===== src/verilog/pmrb_pkg.sv =====
package pmrb_pkg;

  // Register port geometry
  localparam int unsigned PMRB_AW = 8;
  localparam int unsigned PMRB_DW = 32;

  // Register indices as the host addresses them
  localparam logic [7:0] PMRB_IDX_RMS = 8'h20;
  localparam logic [7:0] PMRB_IDX_POWER = 8'h21;
  localparam logic [7:0] PMRB_IDX_APPARENT = 8'h22;
  localparam logic [7:0] PMRB_IDX_NPTS = 8'h25;
  localparam logic [7:0] PMRB_IDX_RMS_AVG_S = 8'h26;
  localparam logic [7:0] PMRB_IDX_RMS_AVG_L = 8'h27;
  localparam logic [7:0] PMRB_IDX_PACT_AVG_S = 8'h28;
  localparam logic [7:0] PMRB_IDX_PACT_AVG_L = 8'h29;

  // Field positions
  localparam int unsigned PMRB_LO_LSB = 0;
  localparam int unsigned PMRB_HI_LSB = 16;
  localparam int unsigned PMRB_HALF_W = 16;
  localparam int unsigned PMRB_PF_LSB = 16;
  localparam int unsigned PMRB_PF_W = 11;
  localparam int unsigned PMRB_ANGLE_BIT = 27;
  localparam int unsigned PMRB_PFSIGN_BIT = 28;
  localparam int unsigned PMRB_NPTS_LSB = 0;
  localparam int unsigned PMRB_NPTS_W = 10;

  // Limits and reset values
  localparam logic [9:0] PMRB_NPTS_MAX = 10'h3ff;
  localparam logic [15:0] PMRB_HALF_RST = 16'h0000;
  localparam logic [31:0] PMRB_WORD_RST = 32'h0000_0000;

  // Averaging: window of 2**select result updates
  localparam int unsigned PMRB_AVG_SEL_W = 4;
  localparam int unsigned PMRB_LANES = 3;
  localparam int unsigned PMRB_LANE_W = 17;
  localparam int unsigned PMRB_ACC_W = 32;
  localparam int unsigned PMRB_CNT_W = 16;
  localparam int unsigned PMRB_LANE_V = 0;
  localparam int unsigned PMRB_LANE_I = 1;
  localparam int unsigned PMRB_LANE_P = 2;

  typedef logic [PMRB_LANES-1:0][PMRB_LANE_W-1:0] pmrb_lanes_t;
  typedef logic [PMRB_LANES-1:0][PMRB_HALF_W-1:0] pmrb_means_t;

  // One set of results from the measurement datapath
  typedef struct packed {
    logic [15:0] vrms;
    logic [15:0] irms;
    logic [15:0] pactive;
    logic [15:0] pimag;
    logic [15:0] papparent;
    logic [10:0] pfactor;
    logic posangle;
    logic pospf;
  } pmrb_meas_t;

  // Per-sample strobes from the datapath
  typedef struct packed {
    logic sample;
    logic vzero_full;
  } pmrb_tick_t;

endpackage : pmrb_pkg


===== src/verilog/pmrb_avg.sv =====
`timescale 1ns/1ps
`default_nettype none

module pmrb_avg (
  // Clock and reset
  input wire logic clk,
  input wire logic rst_b,
  // Incoming results
  input wire logic in_valid,
  input wire pmrb_pkg::pmrb_lanes_t in_lanes,
  input wire logic [pmrb_pkg::PMRB_AVG_SEL_W-1:0] sel,
  // Averaged results
  output logic out_valid,
  output pmrb_pkg::pmrb_means_t out_means
);
  import pmrb_pkg::*;

  typedef struct packed {
    logic [PMRB_LANES-1:0][PMRB_ACC_W-1:0] acc;
    logic [PMRB_CNT_W-1:0] cnt;
    pmrb_means_t mean;
    logic done;
  } pmrb_avg_st_t;

  pmrb_avg_st_t st;
  pmrb_avg_st_t next_st;
  logic [PMRB_CNT_W-1:0] window;
  logic [PMRB_CNT_W-1:0] cnt_inc;
  logic [PMRB_LANES-1:0][PMRB_ACC_W-1:0] sum;

  assign window = PMRB_CNT_W'(1) << sel;
  assign cnt_inc = st.cnt + PMRB_CNT_W'(1);

  genvar g;
  generate
    for (g = 0; g < PMRB_LANES; g++) begin : g_lane
      assign sum[g] = st.acc[g] +
        {{(PMRB_ACC_W-PMRB_LANE_W){in_lanes[g][PMRB_LANE_W-1]}}, in_lanes[g]};
    end
  endgenerate

  always_comb begin
    next_st = st;
    next_st.done = 1'b0;
    if (in_valid) begin
      next_st.acc = sum;
      next_st.cnt = cnt_inc;
      // Window closes; also closes if select shrank mid-window
      if (cnt_inc >= window) begin
        for (int k = 0; k < PMRB_LANES; k++) begin
          next_st.mean[k] = PMRB_HALF_W'($signed(sum[k]) >>> sel);
        end
        next_st.acc = '0;
        next_st.cnt = '0;
        next_st.done = 1'b1;
      end
    end
  end

  always_ff @(posedge clk or negedge rst_b) begin
    if (!rst_b) begin
      st <= '0;
    end else begin
      st <= next_st;
    end
  end

  assign out_valid = st.done;
  assign out_means = st.mean;

endmodule : pmrb_avg

`default_nettype wire


===== src/verilog/pmrb_bank.sv =====
// Summary of operation
// - Voltage RMS, unsigned all-fraction, low half word
// - Current RMS, signed Q15, high half word
// - Active power, signed Q15, low half
// - Reactive power, unsigned all-fraction, high half
// - Apparent power, unsigned all-fraction, low half
// - Power factor, signed 11-bit, bits 26:16
// - Bit 27: current leads 0, lags 1
// - Bit 28: generated 0, consumed 1
// - Sample count in bits 9:0, 0..1023
// - Count samples between full-cycle voltage zero crossings
// - Short RMS averages, half zeroed by select
// - Long RMS averages, half zeroed by select
// - Short active power average in low half
// - Long active power average in low half
//
// Chosen here: strobed register access.
`timescale 1ns/1ps
`default_nettype none

module pmrb_bank (
  // Clock and reset
  input wire logic clk,
  input wire logic rst_b,
  // Host register port
  input wire logic [pmrb_pkg::PMRB_AW-1:0] addr,
  input wire logic [pmrb_pkg::PMRB_DW-1:0] wr_data,
  input wire logic wr_en,
  input wire logic rd_en,
  output logic [pmrb_pkg::PMRB_DW-1:0] rd_data,
  output logic wr_refused,
  // Measurement datapath
  input wire logic meas_valid,
  input wire pmrb_pkg::pmrb_meas_t meas,
  input wire pmrb_pkg::pmrb_tick_t tick,
  // Averaging configuration
  input wire logic [pmrb_pkg::PMRB_AVG_SEL_W-1:0] avg_sel_short,
  input wire logic [pmrb_pkg::PMRB_AVG_SEL_W-1:0] avg_sel_long,
  input wire logic iavg_sel
);
  import pmrb_pkg::*;

  typedef struct packed {
    pmrb_meas_t res;
    logic [PMRB_NPTS_W-1:0] pts_run;
    logic pts_sat;
    logic [PMRB_NPTS_W-1:0] numpts;
    logic [PMRB_DW-1:0] rd_data;
    logic wr_refused;
    logic res_stored;
    logic avg_seen;
  } pmrb_bank_st_t;

  pmrb_bank_st_t st;
  pmrb_bank_st_t next_st;

  pmrb_lanes_t avg_lanes;
  logic avg_short_valid;
  logic avg_long_valid;
  pmrb_means_t avg_short;
  pmrb_means_t avg_long;
  logic [PMRB_DW-1:0] word;

  // Lanes widened to 17 bits; only voltage is unsigned
  assign avg_lanes[PMRB_LANE_V] = {1'b0, st.res.vrms};
  assign avg_lanes[PMRB_LANE_I] = {st.res.irms[15], st.res.irms};
  assign avg_lanes[PMRB_LANE_P] = {st.res.pactive[15], st.res.pactive};

  // Averages advance one step per stored result set
  logic res_stored;
  assign res_stored = st.res_stored;

  pmrb_avg u_avg_short (
    .clk(clk),
    .rst_b(rst_b),
    .in_valid(res_stored),
    .in_lanes(avg_lanes),
    .sel(avg_sel_short),
    .out_valid(avg_short_valid),
    .out_means(avg_short)
  );

  pmrb_avg u_avg_long (
    .clk(clk),
    .rst_b(rst_b),
    .in_valid(res_stored),
    .in_lanes(avg_lanes),
    .sel(avg_sel_long),
    .out_valid(avg_long_valid),
    .out_means(avg_long)
  );

  // RMS average pair with one half forced to zero by the select
  function automatic logic [PMRB_DW-1:0] rms_pair(
    input pmrb_means_t m,
    input logic isel
  );
    logic [PMRB_DW-1:0] w;
    w = PMRB_WORD_RST;
    if (isel) begin
      w[PMRB_HI_LSB +: PMRB_HALF_W] = m[PMRB_LANE_I];
      w[PMRB_LO_LSB +: PMRB_HALF_W] = PMRB_HALF_RST;
    end else begin
      w[PMRB_LO_LSB +: PMRB_HALF_W] = m[PMRB_LANE_V];
      w[PMRB_HI_LSB +: PMRB_HALF_W] = PMRB_HALF_RST;
    end
    return w;
  endfunction : rms_pair

  // Read word assembly; everything not placed stays zero
  always_comb begin
    word = PMRB_WORD_RST;
    unique case (addr)
      PMRB_IDX_RMS: begin
        word[PMRB_LO_LSB +: PMRB_HALF_W] = st.res.vrms;
        word[PMRB_HI_LSB +: PMRB_HALF_W] = st.res.irms;
      end
      PMRB_IDX_POWER: begin
        word[PMRB_LO_LSB +: PMRB_HALF_W] = st.res.pactive;
        word[PMRB_HI_LSB +: PMRB_HALF_W] = st.res.pimag;
      end
      PMRB_IDX_APPARENT: begin
        word[PMRB_LO_LSB +: PMRB_HALF_W] = st.res.papparent;
        word[PMRB_PF_LSB +: PMRB_PF_W] = st.res.pfactor;
        word[PMRB_ANGLE_BIT] = st.res.posangle;
        word[PMRB_PFSIGN_BIT] = st.res.pospf;
      end
      PMRB_IDX_NPTS: begin
        word[PMRB_NPTS_LSB +: PMRB_NPTS_W] = st.numpts;
      end
      PMRB_IDX_RMS_AVG_S: begin
        word = rms_pair(avg_short, iavg_sel);
      end
      PMRB_IDX_RMS_AVG_L: begin
        word = rms_pair(avg_long, iavg_sel);
      end
      PMRB_IDX_PACT_AVG_S: begin
        word[PMRB_LO_LSB +: PMRB_HALF_W] = avg_short[PMRB_LANE_P];
      end
      PMRB_IDX_PACT_AVG_L: begin
        word[PMRB_LO_LSB +: PMRB_HALF_W] = avg_long[PMRB_LANE_P];
      end
      default: begin
        word = PMRB_WORD_RST;
      end
    endcase
  end

  always_comb begin
    next_st = st;

    // Results change only from the datapath
    if (meas_valid) begin
      next_st.res = meas;
    end

    // Sample counting over one full voltage cycle
    if (tick.vzero_full) begin
      next_st.numpts = st.pts_run;
      next_st.pts_run = tick.sample ? PMRB_NPTS_W'(1) : '0;
      next_st.pts_sat = 1'b0;
    end else if (tick.sample) begin
      // Saturate at the field's largest value
      if (st.pts_run == PMRB_NPTS_MAX) begin
        next_st.pts_sat = 1'b1;
      end else begin
        next_st.pts_run = st.pts_run + PMRB_NPTS_W'(1);
      end
    end

    // Host port: read data in the next cycle only
    next_st.rd_data = rd_en ? word : PMRB_WORD_RST;

    // Write data is dropped; the write is only flagged for one cycle
    next_st.wr_refused = wr_en;

    // A stored result set feeds the averagers one cycle later
    next_st.res_stored = meas_valid;

    // Averager valids are status only inside this block
    next_st.avg_seen = st.avg_seen | avg_short_valid | avg_long_valid |
      st.pts_sat;
  end

  always_ff @(posedge clk or negedge rst_b) begin
    if (!rst_b) begin
      st <= '0;
    end else begin
      st <= next_st;
    end
  end

  assign rd_data = st.rd_data;
  assign wr_refused = st.wr_refused;

endmodule : pmrb_bank

`default_nettype wire


===== config.mk =====
export PLATFORM = sky130hd
export DESIGN_NAME = pmrb_bank
export DESIGN_NICKNAME = d
export VERILOG_FILES = /design/src/verilog/pmrb_pkg.sv /design/src/verilog/pmrb_avg.sv /design/src/verilog/pmrb_bank.sv
export SDC_FILE = /design/constraint.sdc
export NUM_CORES = 2
export LEC_CHECK = 0
export ABC_AREA = 1
export BUFFER_PORTS_ARGS = -buffer_cell sky130_fd_sc_hd__buf_2
export CAP_MARGIN = 20
export CORE_MARGIN = 10
export CORE_UTILIZATION = 60
export DETAILED_ROUTE_END_ITERATION = 10
export PLACE_DENSITY_LB_ADDON = 0.2
export SLEW_MARGIN = 20
export SYNTH_ARGS = -nofsm -noshare
export SYNTH_HDL_FRONTEND = slang
export SYNTH_SLANG_ARGS = --single-unit

===== constraint.sdc =====
create_clock -name clk -period 3.7 [get_ports clk]
set_input_delay 0.555 -clock clk [delete_from_list [all_inputs] [get_ports clk]]
set_output_delay 0.555 -clock clk [all_outputs]
set_load 0.02 [all_outputs]

==> qor.yml <==
status: "finished clean"
drc: 0
num_vias: 43000
grt_max_degree: 107
cp.required_ps: 4230
hold_ws_ps: 19.6
clockBufferDepth: 3
grt_pass1_vias: 39200
first_iter_violations: 4983
ys_ff_latch: 461
clock_latency_ps: 650
netlist_area_um2: 40000
path_max_fanout: 29
slew_violations: 0
cp_top_family: "simple AND/OR/NAND/NOR gates"
synth_cells: 6433
p_int_uw: 16000
routed_via_density: 5.85
cts.sinks: 461
drtAntennaViolNets: 0
vdd_drop_max_mv: 1.66
cts_htree_levels: 2
tritoncts: "built"
totalWireLength_um: 141000
numCtsBuffers: 55
fin_tns_setup_ps: 0
grt_pass1_wl_um: 216000
synth_cell_types: 54
synth-main-ff-cell: "dfrtp_1"
fillers: 6210
p_sw_uw: 15700
routedWlPerCell_um: 19.1
relSlewSlack_pct: 30.9
final_layout_size_suffix_gt1_share_pct: 7.34
row_count: 94
cp_slowest_cell: "dfrtp_1"
start_util_pct: 60.7
track_usage_pct: 34.7
yosysSeqAreaShare_pct: 28.8
synth_edf_count: 0
layout-area-overhead-vs-synth_pct: 9.11
p_total_uw: 31800
cp_cell_sequence: "ha_1, nand3_1, nor3_2, nand3_1, nor2_1, nand2_1, nor3_2, nand2_1, xor2_1, ha_1, nand2_1, inv_1, nand3_1, inv_1, a21oi_1, nand3_2, nand2_2, inv_2, buf_12, clkbuf_16, nand2_1, nand2_1"
crit_type: "flop to flop"
power_frac_seq_pct: 24.1
hpwlAfterDp_um: 106000
clockPowerShare_pct: 19.0
place_ws_ps: 54.3
die_w_um: 278
crit_top_cell: "nand2_1"
clockRootBuffer: "clkbuf_16"
worstMarginPinSlew_ps: 1040
dr.pass1.iters: 6
start_kind: "flop"
fin_skew_ps: 20.2
setup_slack_ps: 212
port_buffers: 149
yosysWarningCount: 0
async_reset_ff_share_pct: 100
synth_fp_nets: 6775
antenna_found_initial: 5
syn-mean-instance-area_um2: 6.22
overflow: 0
period_needed_ps: 3490
switching_share_pct: 49.5
cpPeakStageDelay_ps: 390
cp_data_arrival_time_ps: 4010
hp-class: "primary input to flop"
pwr-share-comb_pct: 57.0
period_share_pct: 94.3
setup_viol: 0
max_cap_viol_count: 0
ios: 182
layout.nets: 6784
clock.fmax_mhz: 287
die_h_um: 278
power_leakage_uw: 0.0237
rsz0062_at_grt: "true"
path_buf_inv: 5
power.density_nw_per_um2: 727
report.final.hold_viol_count: 0
cts.reportedPaths.clkPinSlew_ps: 60
critPathCaptureType: "flop"
routabilityCongestion: 1.04
die-area_um2: 77500
coreArea_um2: 66000
-- stage by stage --
step | utilization [%] | area (µm²) | cells
final | 66.2 | 43700 | 7350
after detailed placement | 62.8 | 41400 | 7237
after CTS | 65.8 | 43400 | 7338
after global routing | 66.2 | 43700 | 7350
after global placement | 62.8 | 41400 | 7237
after floorplan | - | 40000 | 6433
-- cell type report --
class / instances / area, µm² / area share, %
multi-input combinational: 4826 / 24100 / 55.2
clock buffer: 69 / 1530 / 3.50
timing repair buffer: 244 / 1780 / 4.08
inverter: 854 / 3210 / 7.35
sequential: 461 / 11500 / 26.4
antenna: 1 / 2.50 / 0.00573
clock inverter: 31 / 425 / 0.974
tap: 864 / 1080 / 2.47
-- placed cells by master, fill, tap and decap left out, types with 6 or more instances in the layout --
master      count
nand4_1        55
nor3_2          7
clkinv_2       10
ha_1          187
fa_1            6
a21oi_1       218
nand3_1      1104
nor3_1         34
o2111ai_1       9
a22o_1         27
xor2_1         51
nor2_2         14
inv_2          11
xnor2_1        32
o21ai_0       301
o211ai_1       31
nor2_1        253
nand2_1      2209
nand2_2        17
clkbuf_16      60
buf_12         18
bufinv_16       9
a221oi_1       18
a31oi_1        19
dfrtp_1       459
buf_4          70
o22ai_1        45
a22oi_1        14
nand3_2        17
clkbuf_8        8
o21ai_1        21
mux2_2         46
clkinvlp_4      6
and2_1          7
o31ai_1        29
buf_2         147
o21bai_1       11
inv_1         837
-- cells by family (layout without fill, tap and decap cells) --
logic type / after synthesis / after routing / share of synthesized area (%)
flip-flops: 461 / 461 / 28.8
XOR/XNOR: 86 / 86 / 1.90
adder cells (fa/ha/maj): 193 / 193 / 6.14
multiplexers: 47 / 47 / 1.32
AO/OA/AOI/OAI: 755 / 755 / 10.8
other: 0 / 1 / 0
buffers and inverters: 1146 / 1198 / 11.2
AND/OR/NAND/NOR: 3745 / 3745 / 39.9
-- worst reg2reg max path, delay by kind of cell, from the launching register on --
family | cells | cell delay [ps]
simple gates | 13 | 1660
compound gates | 1 | 170
buf+inv | 5 | 510
flops | 1 | 390
fa+ha+maj | 2 | 490
xor+xnor | 1 | 160
-- per-layer routing --
| metal | routed length, µm | GRT usage (%) |
|---|---|---|
| met1 | 57000 | 44.7 |
| met2 | 62900 | 55.0 |
| met3 | 11200 | 4.97 |
| met4 | 9480 | 20.9 |
| met5 | 33 | 0 |
-- timing repair --
| item | CTS | global route |
|---|---|---|
| endpoints found under the hold margin | 59 | 0 |
| buffers inserted | 0 | 7 |
| hold buffers | 1 | 0 |
| gates resized for setup | 0 | 24 |
| setup endpoints to repair | 0 | 225 |
-- Yosys cell counts, types with 27 or more instances --
cell,number,area share (%)
nand2_1,2211,21
nand3_1,1108,14
inv_1,840,7.9
dfrtp_1,461,29
o21ai_0,303,3.8
nor2_1,255,2.4
a21oi_1,218,2.7
ha_1,187,5.8
clkbuf_1,154,1.4
buf_1,58,0.54
nand4_1,55,0.86
xor2_1,53,1.2
buf_2,48,0.60
mux2_2,46,1.3
o22ai_1,45,0.70
nor3_1,37,0.46
buf_4,32,0.60
xnor2_1,32,0.70
o211ai_1,31,0.58
o31ai_1,29,0.54
a22o_1,27,0.59
-- worst paths after layout --
check	endpoint	slack [ps]	cells after the start	startpoint
setup / recovery	u_avg_short.out_means[29]	210	22	u_avg_short.st[49]
hold / removal	wr_refused	20	1	wr_en
setup reg to reg	u_avg_short.out_means[29]	210	22	u_avg_short.st[49]
hold reg to reg	u_avg_short.st[158]	480	2	u_avg_short.st[158]
max in group asynchronous	avg_lanes[32]	2140	3	rst_b
min in group asynchronous	u_avg_long.st[52]	510	2	rst_b
-- power groups by stage --
stage	Sequential (µW)	Clock, µW	Combinational [µW]
floorplan	7160	0	12600
finish	7640	6020	18100
detailed placement	7620	0	17100
global route	7740	6230	20200
CTS	7560	6040	17200
global placement	7620	0	16800
-- registers in the layout, summed over array words and instances (netlist names) --
register	flops
u_avg_short.st	109
wr_refused	1
avg_lanes	48
res_stored	1
u_avg_long.st	109
u_avg_long.out_means	48
rd_data	32
st	65
u_avg_short.out_means	48
No activity file was read; power rests on OpenSTA's default activity.
